==> config.mk <==
export PLATFORM = sky130hd
export DESIGN_NAME = bcp_top
export DESIGN_NICKNAME = d
export VERILOG_FILES = /design/src/include/bcp_pkg.sv /design/src/hdl/bcp_chan.sv /design/src/hdl/bcp_top.sv
export VERILOG_INCLUDE_DIRS = /design/src /design/src/include
export SDC_FILE = /design/constraint.sdc
export NUM_CORES = 1
export LEC_CHECK = 0
export ABC_AREA = 1
export BUFFER_PORTS_ARGS = -buffer_cell sky130_fd_sc_hd__clkbuf_2
export CORE_MARGIN = 2
export CORE_UTILIZATION = 50
export CTS_BUF_LIST = sky130_fd_sc_hd__clkbuf_8
export CTS_CLUSTER_DIAMETER = 40
export CTS_CLUSTER_SIZE = 20
export DETAILED_ROUTE_END_ITERATION = 6
export PLACE_DENSITY = 0.75
export SYNTH_ARGS = -nofsm -noshare
export SYNTH_HDL_FRONTEND = slang
export SYNTH_SLANG_ARGS = --single-unit
==> constraint.sdc <==
create_clock -name clock_i -period 2.4 [get_ports clock_i]
set_input_delay 0.24 -clock clock_i [delete_from_list [all_inputs] [get_ports clock_i]]
set_output_delay 0.24 -clock clock_i [all_outputs]
set_load 0.005 [all_outputs]
==> src/include/bcp_consts.svh <==
// constants for the buffered compare pwm channels
//
// Operation
// link bit of channel 0 merges channels 0 and 1 onto the channel 0 pin.
// right after linking, channel 0 value registers govern the merged output.
// a write to the partner value takes control only from the next overflow.
// at each linked overflow the most recently written value set becomes active.
// while 0/1 linked, channel 1 control is ignored and its pin released.
// link bit of channel 2 merges 2 and 3 on channel 2 pin, same switching.
// while 2/3 linked, channel 3 control is ignored and its pin released.
// software must not write the currently active value set in buffered mode.
// with toggle-on-overflow set, the pin toggles at every counter overflow; the code lets a same-tick compare or the max-duty bit win.
// pulse width is the time from overflow to the channel compare match.
// software picks clear on compare for high pulses, set for low pulses.
// modulo 255 on undivided clock gives a period of 256 clocks.
// an 8-bit period with value 128 gives 50% duty, 256 width steps.
// compare only on equality; a passed value gives no compare this period.
// compare event at end of pulse, overflow event at end of period.
// software shortens unbuffered width inside the compare event handler.
// software lengthens unbuffered width inside the overflow event handler.
// software raising a plain compare value writes in the overflow handler.
// software never selects toggle as the compare action when doing pwm.
// in buffered pwm a partner write sets width from the next period on.
// overflow happens when the counter rolls to zero after the modulo match.
// mode field encodes unbuffered as 0:1 and buffered as 1:0.
// the pair-link bit takes priority over the unbuffered mode bit.
// toggle-on-overflow cleared gives 0% duty; max-duty bit then gives 100%.
// each tick compares counter to the active value and applies the pin action.
`ifndef BCP_CONSTS_SVH
`define BCP_CONSTS_SVH

`define BCP_CNT_W        16
`define BCP_MODE_A_POS   0
`define BCP_MODE_B_POS   1
`define BCP_MODE_UNBUF   2'h1
`define BCP_MODE_BUF     2'h2
`define BCP_ACT_NONE     2'h0
`define BCP_ACT_TOGGLE   2'h1
`define BCP_ACT_CLEAR    2'h2
`define BCP_ACT_SET      2'h3
`define BCP_PIN_RST      1'h0
`define BCP_VAL_RST      16'h0000

`endif

==> src/include/bcp_pkg.sv <==
// types shared by the buffered compare pwm channels
package bcp_pkg;
  typedef enum logic [1:0] {
    BCP_SRC_EVEN = 2'h1,
    BCP_SRC_ODD  = 2'h2
  } bcp_src_e;
  typedef logic [1:0] bcp_act_t;
endpackage

==> src/hdl/bcp_chan.sv <==
// one output compare channel: compare, overflow toggle, max duty
`timescale 1ns/1ns
`default_nettype none
`include "bcp_consts.svh"
module bcp_chan #(
  parameter int CNT_W = `BCP_CNT_W
) (
  input  wire logic              clock_i,
  input  wire logic              nrst_i,
  input  wire logic              en_i,
  input  wire logic              tick_i,
  input  wire logic              ovf_i,
  input  wire logic [CNT_W-1:0]  cnt_i,
  input  wire logic [CNT_W-1:0]  cmp_val_i,
  input  wire bcp_pkg::bcp_act_t act_i,
  input  wire logic              tov_i,
  input  wire logic              max_i,
  output logic                   pin_o,
  output logic                   cmp_evt_o
);
  import bcp_pkg::*;

  generate
    if (CNT_W < 2 || CNT_W > 32) begin : g_bad_width
      $error("bcp_chan: CNT_W must be 2 to 32");
    end
  endgenerate

  logic match;
  logic pulse_lvl;

  // equality only, so a value already passed waits for the next period
  assign match     = tick_i && (cnt_i == cmp_val_i);
  assign pulse_lvl = (act_i == `BCP_ACT_SET) ? 1'h0 : 1'h1;

  always_ff @(posedge clock_i or negedge nrst_i) begin
    if (!nrst_i) begin
      pin_o <= `BCP_PIN_RST;
    end else if (en_i) begin
      if (max_i && tick_i && ovf_i) begin
        pin_o <= pulse_lvl;
      end else if (match && !max_i) begin
        // compare wins over the overflow toggle in the same tick
        case (act_i)
          `BCP_ACT_TOGGLE: pin_o <= ~pin_o;
          `BCP_ACT_CLEAR:  pin_o <= 1'h0;
          `BCP_ACT_SET:    pin_o <= 1'h1;
          default:         pin_o <= pin_o;
        endcase
      end else if (tick_i && ovf_i && tov_i) begin
        pin_o <= ~pin_o;
      end
    end
  end

  always_ff @(posedge clock_i or negedge nrst_i) begin
    if (!nrst_i) begin
      cmp_evt_o <= 1'h0;
    end else begin
      cmp_evt_o <= en_i && match;
    end
  end
endmodule
`default_nettype wire

==> src/hdl/bcp_top.sv <==
// four compare/pwm channels with pair-linked buffered value registers
`timescale 1ns/1ns
`default_nettype none
`include "bcp_consts.svh"
module bcp_top #(
  parameter int CNT_W = `BCP_CNT_W
) (
  input  wire logic                clock_i,
  input  wire logic                nrst_i,
  // counter side, same clock: tick enable, new count value, wrap pulse
  input  wire logic                tick_i,
  input  wire logic [CNT_W-1:0]    cnt_i,
  input  wire logic                ovf_i,
  // per channel control, two bits each: mode b:a, action, plus single bits
  input  wire logic [7:0]          chan_mode_i,
  input  wire logic [7:0]          chan_act_i,
  input  wire logic [3:0]          tov_i,
  input  wire logic [3:0]          max_i,
  // value register writes
  input  wire logic [3:0]          val_wr_i,
  input  wire logic [CNT_W-1:0]    val_data_i,
  // pins and events
  output logic [3:0]               chan_pin_o,
  output logic [3:0]               chan_pin_oe_n_o,
  output logic [3:0]               cmp_evt_o,
  output logic                     ovf_evt_o,
  output var bcp_pkg::bcp_src_e    pair01_src_o,
  output var bcp_pkg::bcp_src_e    pair23_src_o,
  output logic [4*CNT_W-1:0]       chan_value_o
);
  import bcp_pkg::*;

  generate
    if (CNT_W < 2 || CNT_W > 32) begin : g_bad_width
      $error("bcp_top: CNT_W must be 2 to 32");
    end
  endgenerate

  logic [CNT_W-1:0] val_r [4];
  logic [1:0]       link;
  logic [1:0]       link_q;
  bcp_src_e         sel_r  [2];
  bcp_src_e         last_r [2];
  logic [3:0]       chan_en;
  logic [CNT_W-1:0] cmp_val [4];
  logic             ovf_tick;

  assign ovf_tick = tick_i && ovf_i;

  // value registers, one write port each
  genvar v;
  generate
    for (v = 0; v < 4; v++) begin : g_val
      always_ff @(posedge clock_i or negedge nrst_i) begin
        if (!nrst_i) begin
          val_r[v] <= CNT_W'(`BCP_VAL_RST);
        end else if (val_wr_i[v]) begin
          val_r[v] <= val_data_i;
        end
      end
      assign chan_value_o[v*CNT_W +: CNT_W] = val_r[v];
    end
  endgenerate

  // pair link state and source selection
  genvar p;
  generate
    for (p = 0; p < 2; p++) begin : g_pair
      localparam int E = 2 * p;
      localparam int O = 2 * p + 1;

      // link bit wins over the unbuffered bit of the same field
      assign link[p] = chan_mode_i[2*E + `BCP_MODE_B_POS];

      always_ff @(posedge clock_i or negedge nrst_i) begin
        if (!nrst_i) begin
          link_q[p] <= 1'h0;
        end else begin
          link_q[p] <= link[p];
        end
      end

      // which value set software touched last while linked
      always_ff @(posedge clock_i or negedge nrst_i) begin
        if (!nrst_i) begin
          last_r[p] <= BCP_SRC_EVEN;
        end else if (!(link[p] && link_q[p])) begin
          last_r[p] <= BCP_SRC_EVEN;
        end else if (val_wr_i[O]) begin
          last_r[p] <= BCP_SRC_ODD;
        end else if (val_wr_i[E]) begin
          last_r[p] <= BCP_SRC_EVEN;
        end
      end

      // a write landing on the overflow tick itself waits one more period
      always_ff @(posedge clock_i or negedge nrst_i) begin
        if (!nrst_i) begin
          sel_r[p] <= BCP_SRC_EVEN;
        end else if (!(link[p] && link_q[p])) begin
          sel_r[p] <= BCP_SRC_EVEN;
        end else if (ovf_tick) begin
          sel_r[p] <= last_r[p];
        end
      end

      always_comb begin
        if (link[p] && sel_r[p] == BCP_SRC_ODD) begin
          cmp_val[E] = val_r[O];
        end else begin
          cmp_val[E] = val_r[E];
        end
        cmp_val[O] = val_r[O];
      end

      // partner channel is dead while linked, whatever its own control says
      always_comb begin
        chan_en[E] = (link[p] || chan_mode_i[2*E +: 2] == `BCP_MODE_UNBUF)
                     && chan_act_i[2*E +: 2] != `BCP_ACT_NONE;
        chan_en[O] = !link[p] && chan_mode_i[2*O +: 2] == `BCP_MODE_UNBUF
                     && chan_act_i[2*O +: 2] != `BCP_ACT_NONE;
      end
    end
  endgenerate

  assign pair01_src_o = sel_r[0];
  assign pair23_src_o = sel_r[1];

  // released pins float to the port logic
  always_ff @(posedge clock_i or negedge nrst_i) begin
    if (!nrst_i) begin
      chan_pin_oe_n_o <= 4'hf;
    end else begin
      chan_pin_oe_n_o <= ~chan_en;
    end
  end

  always_ff @(posedge clock_i or negedge nrst_i) begin
    if (!nrst_i) begin
      ovf_evt_o <= 1'h0;
    end else begin
      ovf_evt_o <= ovf_tick;
    end
  end

  genvar c;
  generate
    for (c = 0; c < 4; c++) begin : g_chan
      bcp_chan #(
        .CNT_W (CNT_W)
      ) u_chan (
        .clock_i   (clock_i),
        .nrst_i    (nrst_i),
        .en_i      (chan_en[c]),
        .tick_i    (tick_i),
        .ovf_i     (ovf_i),
        .cnt_i     (cnt_i),
        .cmp_val_i (cmp_val[c]),
        .act_i     (chan_act_i[2*c +: 2]),
        .tov_i     (tov_i[c]),
        .max_i     (max_i[c]),
        .pin_o     (chan_pin_o[c]),
        .cmp_evt_o (cmp_evt_o[c])
      );
    end
  endgenerate

  generate
    for (p = 0; p < 2; p++) begin : g_chk

    end
  endgenerate
endmodule
`default_nettype wire

Word-level counts from Yosys, hierarchy flattened
Index checks and enable logic that the tools add are counted.
{ "totals": {"reg_bits": 87, "input_bits": 64, "elab_cells": 142} }
{ "classes": {"eq_ne": 30, "mux": 32, "bitwise": 5, "reduce_logical": 55} }
{ "op_table": {"columns": ["cell", "n"], "rows": [
  ["$eq A16 B16 Y1", 4],
  ["$logic_and A1 B1 Y1", 35],
  ["$mux W16", 2],
  ["$eq A2 B2 Y1 const B", 10],
  ["$mux W2", 10],
  ["$ne A5 B3 Y1 const B", 4],
  ["$eq A2 B1 Y1 const B", 8],
  ["$mux W1", 16],
  ["$pmux W1 S3", 4],
  ["$reduce_and A3 Y1", 4],
  ["$reduce_bool A3 Y1", 4],
  ["$reduce_bool A2 Y1", 4],
  ["$logic_not A1 Y1", 6],
  ["$ne A3 B3 Y1 const B", 2],
  ["$ne A2 B2 Y1 const B", 2],
  ["$not A1 Y1", 4],
  ["$not A4 Y4", 1],
  ["$logic_or A1 B1 Y1", 2]
]} }

Logic depth before layout (Yosys ltp)
Gate-level depths: netlist (run 1).
{ "depth": {"ltp_word": 8, "ltp_mapped": 17, "depth_no_buf": 16} }

By module
From an unflattened synthesis (run 1), not the netlist that was laid out.
{ "unflattened": {"cells_unflattened": 1189, "hier_area_um2": 7119.3} }
{ "by_module_without_submodules": {"columns": ["mod", "instances", "cells_per_inst", "area_per_inst_um2", "seq_area_each_um2"], "rows": [
  ["bcp_top", 1, 493, 3856.2, 1986.9],
  ["bcp_chan", 4, 174, 815.8, 50.0]
]} }

Worst setup path after synthesis (run 1)
OpenSTA, ideal clock, no wires.
{ "synth_path": {"path_type": "reg-to-reg", "start": "register sel_r, in the netlist pair01_src_o[0]", "end": "register g_chan[0].u_chan.pin_o", "arrival_ns": 1.712, "required_ns": 2.279, "setup_slack_ns": 0.567, "path_stages_with_launch": 15, "path_buffers": 1, "synth_period_minus_slack_ns": 1.833, "cell_sequence": "dfstp_2 > inv_2 > nand3_4 > buf_8 > nand2_2 > nand3_2 > nand2_1 > nor2_1 > nand3_1 > nor2_2 > nand3_1 > nand2_1 > nand3_2 > nor2_1 > a21oi_2"} }
{ "synth_via": {"elab_chain_len": 8} }
{ "synth_lines": {"columns": ["element", "line_no", "source"], "rows": [
  ["start, declared", "bcp_top.sv:42", "bcp_src_e sel_r [2];"],
  ["start signal, assigned by index", "bcp_top.sv:103", "sel_r[p] <= last_r[p];"],
  ["$eq A2 B2 Y1 (*)", "bcp_top.sv:108", "if (link[p] && sel_r[p] == BCP_SRC_ODD) begin"],
  ["$logic_and A1 B1 Y1 (*)", "bcp_top.sv:108", null],
  ["$mux W16 (*)", "bcp_top.sv:108", null],
  ["$eq A16 B16 Y1 (*)", "bcp_chan.sv:33", "assign match = tick_i && (cnt_i == cmp_val_i);"],
  ["$logic_and A1 B1 Y1 (*)", "bcp_chan.sv:33", null],
  ["$logic_and A1 B1 Y1 (*)", "bcp_chan.sv:42", "end else if (match && !max_i) begin"],
  ["$ne A5 B3 Y1 (no source line), or another cell as far along", null, null],
  ["$reduce_and A3 Y1 (no source line) / $mux W1 (equally long branches)", null, null],
  ["end signal, assigned", "bcp_chan.sv:38", "pin_o <= `BCP_PIN_RST;"],
  ["end signal, assigned", "bcp_chan.sv:41", "pin_o <= pulse_lvl;"],
  ["end signal, assigned", "bcp_chan.sv:45", "`BCP_ACT_TOGGLE: pin_o <= ~pin_o;"],
  ["end, declared", "bcp_chan.sv:18", "output logic pin_o,"]
]} }
Mark *: on every way between the ends. The rest lies on a longest branch, timed or not.
A chain may end at the register's enable or synchronous reset.

Worst setup path after layout (run 1)
Ends and elaborated chain as after synthesis.

==> impl_results.rst, run 1 <==
.. list-table::
   :header-rows: 1

   * - Metric
     - Value
   * - Setup clock skew after layout
     - 0.0130 ns
   * - Startpoint of the worst-slack reg-to-reg timing path
     - pair01_src_o[0]
   * - Via total after detailed routing
     - roughly 5.9k
   * - Synth Net Count
     - 910
   * - Worst min-delay path endpoint
     - chan_value_o[58]
   * - Total inserted antenna cells
     - 0
   * - Clk Tree Root Cell
     - sky130_fd_sc_hd__clkbuf_8
   * - Relative slew margins
     - 0.532
   * - Tmin final
     - 2.13 ns
   * - Kind of start point of the critical path
     - flip-flop
   * - Power spent charging and discharging nets
     - around 0.0013 W
   * - Vias per cell
     - 5.28
   * - Leakage power total
     - about 3.8 nW
   * - Cell internal pwr
     - 0.00268 W
   * - Aggregate global routing overflow
     - 0
   * - Count of endpoints failing hold in the final timing report
     - 0
   * - Maximum number of pins on one net before global-route repair
     - 38
   * - Post CTS Setup Buffer Count
     - 0
   * - Total CTS buffers
     - 9
   * - Post-route ant nets
     - 0
   * - R2R Path End
     - g_chan[0].u_chan.pin_o
   * - HP Start
     - val_data_i[10]
   * - Largest cells by area after synthesis
     - sky130_fd_sc_hd__dfrtp_1 (35%), sky130_fd_sc_hd__nand2_1 (22%), sky130_fd_sc_hd__inv_1 (6.5%), sky130_fd_sc_hd__nand3_1 (4.9%), sky130_fd_sc_hd__o21ai_0 (4.8%)
   * - Total I/O pin count
     - 145
   * - # rows
     - 38
   * - Clock transition time at the flip-flop clock pins of the worst setup and hold paths
     - 0.10 ns
   * - Final max-slew violation count
     - 0
   * - Summed instance area of the synthesized netlist
     - 5680 um^2
   * - Initial standard-cell utilization of the core
     - 0.517
   * - Depth of the worst hold-timing path
     - 3
   * - Final setup violation count
     - 0
   * - Arrival time at the worst endpoint
     - between 2 and 2.5 ns
   * - Worst setup EP type
     - flip-flop
   * - Number of global-route vias before repair
     - 5,500
   * - RSZ-0062 raised after global routing
     - no
   * - Reported max-cap violation count
     - 0
   * - Least setup slack across all paths after layout
     - ~0.27 ns
   * - Adder and majority gate portion of the synthesized area
     - 0.0176
   * - Area of the die
     - roughly 12,000 um^2
   * - Switching power as a share of total power
     - 0.319
   * - Leading post-synthesis cells by instance count
     - sky130_fd_sc_hd__nand2_1 (331), sky130_fd_sc_hd__inv_1 (99), sky130_fd_sc_hd__dfrtp_1 (79)
   * - Yosys top cell area share
     - 0.348
   * - Die span in y
     - between 100 and 150 um
   * - Clock network fraction of total power
     - 0.324
   * - Largest fanout on the critical path
     - 12
   * - Path depth of the worst reg2reg path
     - 12
   * - CTS HTree Levels
     - 3
   * - First-pass GRT wire length
     - 28,000 um
   * - Synthesized-area fraction occupied by ao, oa, aoi and oai cells
     - 0.0733
   * - Number of DRC markers in iteration 0
     - 425
   * - Final layout net count
     - 1,044
   * - Synth warnings
     - 0
   * - Basic-gate share of the synthesized area counting and, or, nand and nor cells
     - 0.383
   * - Later-pin clock latency in the skew report
     - roughly 0.36 ns
   * - Most used flip-flop cell after synthesis
     - sky130_fd_sc_hd__dfrtp_1
   * - Setup Crit Path Kind
     - flip-flop to flip-flop
   * - Detail Placement HPWL
     - approximately 14,000 um
   * - Drt pass-1 iters
     - 5
   * - Width of the die
     - 111 um
   * - Combinational family with the most area after synthesis
     - simple AND/OR/NAND/NOR gates
   * - Total Wirelength
     - 17,700 um
   * - Last weighted congestion value of the routability-driven placer
     - between 1 and 1.5
   * - Hold crit path type
     - primary input to flip-flop
   * - Synth area leader
     - sky130_fd_sc_hd__dfrtp_1
   * - Most numerous cell in the Yosys netlist
     - sky130_fd_sc_hd__nand2_1
   * - FMAX
     - 469 MHz
   * - Number of cells produced by synthesis
     - 838
   * - Average instance area after synthesis
     - approximately 6.8 um^2
   * - Final worst-path cycle share
     - 0.889
   * - Number of design rule violations left after detail routing
     - 0
   * - Xor/xnor cell area share of the yosys netlist
     - 0.0277
   * - TritonCTS clock tree
     - yes
   * - Average wire length per cell after detail routing
     - 15.8 um
   * - Number of clock sinks
     - 87
   * - Pre-CTS WS
     - between 0.2 and 0.25 ns
   * - Final TNS setup
     - 0 ns
   * - Area of the placeable core
     - 11,000 um^2
   * - Number of distinct library cells after synthesis
     - 43
   * - Combined global-route utilization of all metal layers
     - 0.287
   * - Async S/R FF share, synth
     - 1.00
   * - Relative contribution of combinational cells to total power
     - 0.239
   * - Outcome
     - finished, final reports clean
   * - Largest voltage drop on the vdd net
     - 336 uV
   * - Number of enable-type register cells in the synthesized netlist
     - 0
   * - Req. time, crit path
     - 2.66 ns
   * - Initial antenna violation count
     - 0
   * - Measured slew at the worst slew-check pin
     - 0.701 ns
   * - Number of buffers between clock root and the deepest sink
     - 2
   * - Multiplexer area fraction after synthesis
     - 0.0119
   * - Setup slack of the worst register-to-register path
     - 0.27 ns
   * - Share of cells above drive strength 1
     - 0.215
   * - Flops & latches, synth
     - 87
   * - Sequential-to-total area share from yosys stat
     - 0.385
   * - Post-synthesis to final-layout area growth
     - 18.8%
   * - Portion of total power attributed to sequential cells
     - 0.437
   * - Power Dens Cells
     - slightly below 600 nW/um^2
   * - Port Buffer Count
     - 144
[per-layer routing]
metal | part of all wire | wire length [um] | GRT usage | vias to the layer above
met3 | 0.071 | 1250 | 0.0510 | 38
li1 | - | - | - | 2900
met5 | 0 | 0 | 0 | -
met4 | 0.028 | 495 | 0.0958 | 0
met2 | 0.46 | 8170 | 0.456 | 250
met1 | 0.44 | 7750 | 0.399 | 2710
[sequential cells by signal, indices dropped and copies added, names as in the netlist]
name and cells:
ovf_evt_o 1, chan_pin_oe_n_o 4, last_r 4, link_q 2, g_chan.u_chan.pin_o 4, chan_value_o 64
pair23_src_o 2, g_chan.u_chan.cmp_evt_o 4, pair01_src_o 2
[cell type report]
class | instances | area, um^2
fill | 1043 | 4230
multi-input combinational | 618 | 2940
sequential | 87 | 2190
timing repair buffer | 156 | 828
inverter | 100 | 375
tap | 140 | 175
clock buffer | 10 | 138
clock inverter | 6 | 110
[cell usage in the layout, fill, tap and decap left out, drive strengths merged]
cell type / Yosys / routed
nand2: 336 / 336
clkbuf: 16 / 153
inv: 100 / 101
dfrtp: 79 / 79
nor2: 67 / 67
nand3: 64 / 65
o21ai: 55 / 55
nand4: 23 / 23
xnor2: 17 / 17
buf: 18 / 12
a21oi: 11 / 11
ha: 8 / 8
dfstp: 8 / 8
nor3: 6 / 6
mux2: 6 / 6
nor4: 3 / 3
or2: 3 / 3
bufinv: 0 / 3
nand3b: 2 / 2
o211ai: 2 / 2
a211oi: 2 / 2
a31oi: 2 / 2
o22ai: 2 / 2
a21boi: 2 / 2
and3: 1 / 1
nor4b: 1 / 1
xor2: 1 / 1
and2: 1 / 1
nor3b: 1 / 1
o2111ai: 1 / 1
clkinvlp: 0 / 1
clkinv: 0 / 1
dlygate4sd3: 0 / 1
[timing repair]
item | in CTS | in global routing
hold endpoints to repair | 35 | 0
hold buffers | 1 | 0
gates resized for setup | 0 | 3
endpoints found under the setup margin | 0 | 2
[metrics by stage]
stage / instance area (um^2) / total power (W) / hold slack [ns] / util / instances
global route: 6750 / 0.00416 / 0.138 / 0.615 / 1117
floorplan: 5680 / 0.00227 / -0.0556 / - / 838
global placement: 6470 / 0.00267 / 0.234 / 0.590 / 1099
detailed placement: 6470 / 0.00268 / 0.232 / 0.590 / 1099
CTS: 6730 / 0.00394 / 0.135 / 0.613 / 1116
finish: 6750 / 0.00394 / 0.136 / 0.615 / 1117
[power groups by stage]
stage / Combinational [W] / Clock (W) / Sequential, W
after global routing: 0.00106 / 0.00136 / 0.00174
after floorplan: 0.000547 / 0 / 0.00173
final: 0.000939 / 0.00128 / 0.00172
after detailed placement: 0.000929 / 0 / 0.00175
after global placement: 0.000922 / 0 / 0.00175
after CTS: 0.000934 / 0.00129 / 0.00172
[critical path, stage by stage (launching register included)]
cell and delay, ns:
sky130_fd_sc_hd__dfstp_2 0.63, sky130_fd_sc_hd__inv_2 0.14, sky130_fd_sc_hd__nand3_4 0.19, sky130_fd_sc_hd__nand2_1 0.11
sky130_fd_sc_hd__nand3_1 0.13, sky130_fd_sc_hd__a21boi_1 0.20, sky130_fd_sc_hd__nand3_1 0.10, sky130_fd_sc_hd__nor2_2 0.13
sky130_fd_sc_hd__nand3_1 0.08, sky130_fd_sc_hd__nand2_1 0.07, sky130_fd_sc_hd__nand3_2 0.06, sky130_fd_sc_hd__nor2_1 0.12
sky130_fd_sc_hd__a21oi_2 0.06
[worst max path at each step]
stage          slack, ns       startpoint                      to  depth (start not counted)
6_report            0.27  pair01_src_o[0]  g_chan[0].u_chan.pin_o                         12
5_1_grt             0.04  pair01_src_o[0]  g_chan[0].u_chan.pin_o                         12
4_1_cts             0.20  pair01_src_o[0]  g_chan[0].u_chan.pin_o                         12
3_5_place_dp        0.22  pair01_src_o[0]  g_chan[0].u_chan.pin_o                         12
3_3_place_gp        0.24  pair01_src_o[0]  g_chan[0].u_chan.pin_o                         12
2_1_floorplan       0.57  pair01_src_o[0]  g_chan[0].u_chan.pin_o                         14
[logic make-up after synthesis]
family	after synthesis
DFF	87
xor gates and xnor gates	18
muxes	6
buffers and inverters	134
and+or+nand+nor	508
AOI/OAI and AO/OA	77
adders and majority gates	8
(Power assumes the default switching activity.)
==> run 2, diff against run 1 <==
--- a/config.mk
+++ b/config.mk
@@ -7,7 +7,7 @@
 export NUM_CORES = 1
 export LEC_CHECK = 0
 export ABC_AREA = 1
-export BUFFER_PORTS_ARGS = -buffer_cell sky130_fd_sc_hd__clkbuf_2
+export BUFFER_PORTS_ARGS = -buffer_cell sky130_fd_sc_hd__buf_4
 export CORE_MARGIN = 2
 export CORE_UTILIZATION = 50
 export CTS_BUF_LIST = sky130_fd_sc_hd__clkbuf_8
==> run 2 against run 1 <==
Against the previous run: wire length grew 1.3%; clock skew shrank 0.0031 ns; maximum frequency fell by 1.8%; hold slack lost 0.12 ns; sequential share of layout area shrank 1.1 points; combinational power up 9.7%; critical path type unchanged; critical endpoint unchanged.
==> impl_results.rst, run 2 (synthesis gave the netlist of run 1 again) <==
.. list-table::
   :header-rows: 1

   * - Metric
     - Value
   * - Total CTS buffers
     - 9
   * - Area of the die
     - 12,200 um^2
   * - Later-pin clock latency in the skew report
     - 0.38 ns
   * - Placed insts
     - 1,093
   * - Via total after detailed routing
     - slightly below 6k
   * - Count of endpoints failing hold in the final timing report
     - 0
   * - Number of buffers between clock root and the deepest sink
     - 2
   * - Setup clock skew after layout
     - around 0.01 ns
   * - Maximum number of pins on one net before global-route repair
     - 49
   * - Area of the placeable core
     - roughly 11,000 um^2
   * - Routed length on met3
     - approximately 1500 um
   * - First-pass GRT wire length
     - 28,500 um
   * - Die span in y
     - 111 um
   * - Reported max-cap violation count
     - 0
   * - FMAX
     - 461 MHz
   * - Count of fill cells added during filler insertion
     - 1,059
   * - Final worst-path cycle share
     - 0.904
   * - Kind of start point of the critical path
     - flip-flop
   * - Arrival time at the worst endpoint
     - around 2.4 ns
   * - Delay-heaviest family, CP
     - simple AND/OR/NAND/NOR gates
   * - Post-synthesis to final-layout area growth
     - 22.7%
   * - Total I/O pin count
     - 145
   * - Most used cells in the layout excluding fill and tap cells
     - sky130_fd_sc_hd__nand2_1 (331), sky130_fd_sc_hd__buf_4 (148), sky130_fd_sc_hd__inv_1 (101), sky130_fd_sc_hd__dfrtp_1 (79), sky130_fd_sc_hd__nor2_1 (62)
   * - Initial standard-cell utilization of the core
     - 0.517
   * - CTS HTree Levels
     - 3
   * - Non-Filler Instances
     - 1,110
   * - Largest voltage drop on the vdd net
     - 426 uV
   * - Post-route cell area
     - 6970 um^2
   * - Number of DRC markers in iteration 0
     - 430
   * - Initial antenna violation count
     - 0
   * - Port Buffer Count
     - 144
   * - Top Metal Used
     - met4
   * - Aggregate global routing overflow
     - 0
   * - Tmin final
     - 2.17 ns
   * - Relative slew margins
     - 0.640
   * - Max FFs per register
     - 64
   * - Clock transition time at the flip-flop clock pins of the worst setup and hold paths
     - 0.08 ns
   * - Share of cells above drive strength 1
     - 0.207
   * - Detail Placement HPWL
     - approximately 14,000 um
   * - Cell seen most often among critical-path stages
     - sky130_fd_sc_hd__nand2_1
   * - # rows
     - 38
   * - Last weighted congestion value of the routability-driven placer
     - 1.03
   * - Final max-slew violation count
     - 0
   * - Slowest cell on crit path
     - sky130_fd_sc_hd__dfstp_2
   * - Total Wirelength
     - 17,900 um
   * - Hold crit path type
     - primary input to flip-flop
   * - Req. time, crit path
     - 2.67 ns
   * - Power Dens Cells
     - 528 nW/um^2
   * - Final TNS setup
     - 0 ns
   * - Vias per cell
     - 5.30
   * - Clk Tree Root Cell
     - sky130_fd_sc_hd__clkbuf_8
   * - CP bufs+invs
     - 2
   * - Detailed-routed wire length on met2
     - 8340 um
   * - Number of design rule violations left after detail routing
     - 0
   * - Post-route ant nets
     - 0
   * - RSZ-0062 raised after global routing
     - no
   * - Detailed-route wire length on metal 1
     - around 7700 um
   * - Worst-case hold slack
     - between 0.015 and 0.02 ns
   * - Largest fanout on the critical path
     - 24
   * - Width of the die
     - approximately 110 um
   * - Post CTS Setup Buffer Count
     - 0
   * - Final setup violation count
     - 0
   * - Most frequent standard cell in the layout excluding fill and tap cells
     - sky130_fd_sc_hd__nand2_1
   * - Worst setup EP type
     - flip-flop
   * - Peak per-stage delay on the critical path
     - about 0.6 ns
   * - Number of clock sinks
     - 87
   * - Outcome
     - finished, final reports clean
   * - Measured slew at the worst slew-check pin
     - 0.541 ns
   * - Combined global-route utilization of all metal layers
     - 0.297
   * - Average wire length per cell after detail routing
     - 16.1 um
   * - Number of global-route vias before repair
     - ~5.5k
   * - Total inserted antenna cells
     - 0
   * - Leakage power total
     - 3.84 nW
   * - Final layout net count
     - 1,037
   * - Setup Crit Path Kind
     - flip-flop to flip-flop
   * - Critical Path, Cell by Cell
     - inv_2 -> nand3_4 -> nand2_1 -> nand3_1 -> nand2_1 -> inv_1 -> nand2_1 -> nor2_1 -> nand3_1 -> nand2_1 -> nand3_2 -> nor2_1 -> a21oi_2
   * - TritonCTS clock tree
     - yes
   * - Drt pass-1 iters
     - 5
   * - Post-placement cell area
     - 6790 um^2
[run 2: layout make-up]
cell class,instances,area (um^2),share of cell area
Multi-Input combinational cell,617,2930,0.420
Sequential cell,87,2190,0.314
Timing Repair Buffer,150,1140,0.164
Inverter,100,375,0.0538
Tap cell,140,175,0.0251
Clock buffer,10,138,0.0197
Clock inverter,6,31.3,0.00449
[run 2: worst register-to-register path: stages (launching register included)]
cell and delay (ns):
sky130_fd_sc_hd__dfstp_2 0.60, sky130_fd_sc_hd__inv_2 0.11, sky130_fd_sc_hd__nand3_4 0.25, sky130_fd_sc_hd__nand2_1 0.12
sky130_fd_sc_hd__nand3_1 0.11, sky130_fd_sc_hd__nand2_1 0.07, sky130_fd_sc_hd__inv_1 0.07, sky130_fd_sc_hd__nand2_1 0.05
sky130_fd_sc_hd__nor2_1 0.23, sky130_fd_sc_hd__nand3_1 0.11, sky130_fd_sc_hd__nand2_1 0.08, sky130_fd_sc_hd__nand3_2 0.07
sky130_fd_sc_hd__nor2_1 0.12, sky130_fd_sc_hd__a21oi_2 0.06
[run 2: path summary, 6_finish.rpt]
kind	start	end	slack, ns	cells past startpoint
setup reg to reg	pair01_src_o[0]	g_chan[0].u_chan.pin_o	0.23	13
hold reg to reg	chan_value_o[32]	chan_value_o[32]	0.53	2
setup / recovery	pair01_src_o[0]	g_chan[0].u_chan.pin_o	0.23	13
min in group asynchronous	nrst_i	chan_value_o[50]	0.38	2
hold / removal	chan_mode_i[5]	link_q[1]	0.02	1
max in group asynchronous	nrst_i	last_r[2]	1.31	3
[run 2: where the power goes]
part | internal [W] | switching (W) | total, W
combinational | 0.000452 | 0.000573 | 0.00103
clock | 0.000394 | 0.000538 | 0.000931
sequential | 0.00160 | 0.000128 | 0.00172
[run 2: per-stage QoR]
step | power [W] | setup WS (ns) | util
2_1_floorplan | 0.00227 | 0.567 | -
3_3_place_gp | 0.00276 | 0.316 | 0.618
3_5_place_dp | 0.00277 | 0.238 | 0.618
4_1_cts | 0.00369 | 0.222 | 0.634
5_1_grt | 0.00390 | 0.0250 | 0.635
6_report | 0.00368 | 0.229 | 0.635
[run 2: repair_timing]
item                                    in CTS  in global routing
resized for setup                            0                  2
hold endpoints to repair                    37                  0
hold buffers                                 1                  0
endpoints found under the setup margin       0                  1
[run 2: layer usage]
layer  vias to the layer above  GRT usage
li1                       2894          -
met1                      2722      0.404
met2                       237      0.467
met3                        29     0.0741
met4                         0     0.0942
met5                         -          0
==> run 3, diff against run 2 <==
--- a/config.mk
+++ b/config.mk
@@ -9,12 +9,13 @@
 export ABC_AREA = 1
 export BUFFER_PORTS_ARGS = -buffer_cell sky130_fd_sc_hd__buf_4
 export CORE_MARGIN = 2
-export CORE_UTILIZATION = 50
+export CORE_UTILIZATION = 56
 export CTS_BUF_LIST = sky130_fd_sc_hd__clkbuf_8
 export CTS_CLUSTER_DIAMETER = 40
 export CTS_CLUSTER_SIZE = 20
 export DETAILED_ROUTE_END_ITERATION = 6
-export PLACE_DENSITY = 0.75
+export PLACE_DENSITY = 0.83
+export RECOVER_POWER = 25
 export SYNTH_ARGS = -nofsm -noshare
 export SYNTH_HDL_FRONTEND = slang
 export SYNTH_SLANG_ARGS = --single-unit
==> run 3 against run 2 <==
Against the previous run: register-to-register slack is essentially flat; non-clock buffer count is 1 higher; hold slack improved by 0.095 ns; final cell count decreased by 0.45%; critical path depth decreased by 1; sequential cell count unchanged; combinational power barely moved; critical endpoint unchanged; largest cell class unchanged; highest routed layer unchanged.
==> impl_results.rst, run 3 (synthesis gave the netlist of run 1 again) <==
.. list-table::
   :header-rows: 1

   * - Metric
     - Value
   * - Outcome
     - finished, final reports clean
   * - Share of cells above drive strength 1
     - 0.204
   * - Depth of the worst hold-timing path
     - 1
   * - Most used cells in the layout excluding fill and tap cells
     - sky130_fd_sc_hd__nand2_1 (331), sky130_fd_sc_hd__buf_4 (143), sky130_fd_sc_hd__inv_1 (102), sky130_fd_sc_hd__dfrtp_1 (78), sky130_fd_sc_hd__nor2_1 (62)
   * - Number of DRC markers in iteration 0
     - slightly above 400
   * - Startpoint of the worst-slack reg-to-reg timing path
     - pair01_src_o[0]
   * - Relative slew margins
     - 0.298
   * - First-pass GRT wire length
     - 27,700 um
   * - Launch point of the critical path
     - pair01_src_o[0]
   * - Arrival time at the worst endpoint
     - 2.43 ns
   * - Power spent charging and discharging nets
     - 0.00125 W
   * - Width of the die
     - between 100 and 150 um
   * - Path length in cells of the critical path
     - 12
   * - Total design power
     - between 0.003 and 0.004 W
   * - Number of clock sinks
     - between 80 and 90
   * - Leakage power total
     - between 3 and 4 nW
   * - Total CTS buffers
     - 9
   * - Most frequent standard cell in the layout excluding fill and tap cells
     - sky130_fd_sc_hd__nand2_1
   * - Total Wirelength
     - 17,800 um
   * - Kind of start point of the critical path
     - flip-flop
   * - Total I/O pin count
     - 145
   * - HP Start
     - chan_mode_i[5]
   * - R2R Path End
     - g_chan[0].u_chan.pin_o
   * - Via total after detailed routing
     - 5,935
   * - Largest fanout on the critical path
     - 12
   * - FMAX
     - 460 MHz
   * - Reported max-cap violation count
     - 0
   * - Slowest cell on crit path
     - sky130_fd_sc_hd__dfstp_2
   * - Setup slack of the worst register-to-register path
     - 0.23 ns
   * - Final worst-path cycle share
     - 0.905
   * - Area of the die
     - 11,000 um^2
   * - Average wire length per cell after detail routing
     - 16.1 um
   * - Tmin final
     - 2.17 ns
   * - Number of global-route vias before repair
     - around 5.5k
   * - Non-Filler Instances
     - 1,105
   * - TritonCTS clock tree
     - yes
   * - Final layout net count
     - 1,039
   * - Port Buffer Count
     - 144
   * - Clock network fraction of total power
     - 0.276
   * - Final setup violation count
     - 0
   * - Post-route ant nets
     - 0
   * - Cell internal pwr
     - 0.00255 W
   * - Final TNS setup
     - 0 ns
   * - Power Dens Cells
     - 543 nW/um^2
   * - Vias per cell
     - 5.37
   * - Post-synthesis to final-layout area growth
     - 23.0%
   * - Relative contribution of combinational cells to total power
     - 0.271
   * - Worst setup EP type
     - flip-flop
   * - Worst min-delay path endpoint
     - link_q[1]
   * - Maximum number of pins on one net before global-route repair
     - 48
   * - Initial standard-cell utilization of the core
     - 0.579
   * - Post CTS Setup Buffer Count
     - 0
   * - Aggregate global routing overflow
     - 0
   * - RSZ-0062 raised after global routing
     - no
   * - Last weighted congestion value of the routability-driven placer
     - 0.974
   * - Later-pin clock latency in the skew report
     - 0.37 ns
   * - Area of the placeable core
     - slightly below 10,000 um^2
   * - Clk Tree Root Cell
     - sky130_fd_sc_hd__clkbuf_8
   * - Hold crit path type
     - primary input to flip-flop
   * - Peak per-stage delay on the critical path
     - 0.61 ns
   * - Setup clock skew after layout
     - 0.00970 ns
   * - CTS HTree Levels
     - 3
   * - Count of endpoints failing hold in the final timing report
     - 0
   * - Initial antenna violation count
     - 0
   * - Portion of total power attributed to sequential cells
     - 0.453
   * - Path depth of the worst reg2reg path
     - 12
   * - Drt pass-1 iters
     - 5
   * - Detail Placement HPWL
     - 13,800 um
   * - CP bufs+invs
     - 1
   * - Number of design rule violations left after detail routing
     - 0
   * - Req. time, crit path
     - about 2.7 ns
   * - # rows
     - 36
   * - Delay-heaviest family, CP
     - simple AND/OR/NAND/NOR gates
   * - Max FFs per register
     - between 60 and 70
   * - Clock transition time at the flip-flop clock pins of the worst setup and hold paths
     - 0.09 ns
   * - Final max-slew violation count
     - 0
   * - Number of buffers between clock root and the deepest sink
     - 2
   * - Placed insts
     - 1,087
   * - Die span in y
     - ~100 um
   * - Combined global-route utilization of all metal layers
     - 0.323
   * - Measured slew at the worst slew-check pin
     - 1.05 ns
   * - Total inserted antenna cells
     - 0
   * - Critical Path, Cell by Cell
     - inv_2 -> nand3_4 -> nand2_1 -> nand3_1 -> a21boi_1 -> nand3_1 -> nor2_2 -> nand3_1 -> nand2_1 -> nand3_2 -> nor2_1 -> a21oi_2
   * - Cell seen most often among critical-path stages
     - sky130_fd_sc_hd__nand3_1
   * - Switching power as a share of total power
     - 0.329
   * - Setup Crit Path Kind
     - flip-flop to flip-flop
   * - Largest voltage drop on the vdd net
     - 383 uV
   * - Worst-case hold slack
     - 0.111 ns
## run 3: changes by cell type in the layout (fill, tap and decap cells not counted), sizes merged
| cell | change |
|---|---|
| clkbuf | +6 |
| buf | -5 |
| clkinv | -2 |
| bufinv | +1 |
| inv | +1 |
| nand3 | +1 |
## run 3: layout make-up
class | count | area [um^2]
inverter | 100 | 375
sequential | 87 | 2190
clock buffer | 10 | 138
tap | 133 | 166
multi-input combinational | 618 | 2940
timing repair buffer | 151 | 1130
clock inverter | 6 | 55.1
fill | 893 | 2830
## run 3: worst max-delay path by stage
stage                                        end  slack (ns)
after global placement    g_chan[0].u_chan.pin_o        0.13
after floorplan           g_chan[0].u_chan.pin_o        0.57
after global routing      g_chan[0].u_chan.pin_o        0.02
final                     g_chan[0].u_chan.pin_o        0.23
after CTS                 g_chan[0].u_chan.pin_o        0.11
after detailed placement  g_chan[0].u_chan.pin_o        0.16
## run 3: what timing repair did
item	in CTS	in global routing
hold endpoints to repair	41	0
setup endpoints to repair	0	2
resized for setup	0	3
hold buffers	1	0
## run 3: power groups by stage
stage          Combinational [W]  Clock [W]  Sequential [W]
3_5_place_dp             0.00102          0         0.00175
6_report                 0.00103    0.00105         0.00172
5_1_grt                  0.00114    0.00111         0.00174
2_1_floorplan           0.000547          0         0.00173
4_1_cts                  0.00102    0.00105         0.00172
3_3_place_gp             0.00101          0         0.00174
## run 3: routing by layer
metal | routed length [um] | global-route usage
met3 | 1350 | 0.0331
met1 | 7590 | 0.448
met4 | 452 | 0.119
met5 | 0 | 0
met2 | 8460 | 0.525
## run 3: through the flow
stage          utilization  instance area, um^2  setup slack (ns)
2_1_floorplan            -                 5680             0.567
3_3_place_gp         0.691                 6790             0.131
3_5_place_dp         0.691                 6790             0.155
4_1_cts              0.712                 6990             0.109
5_1_grt              0.712                 6990            0.0190
6_report             0.712                 6990             0.228
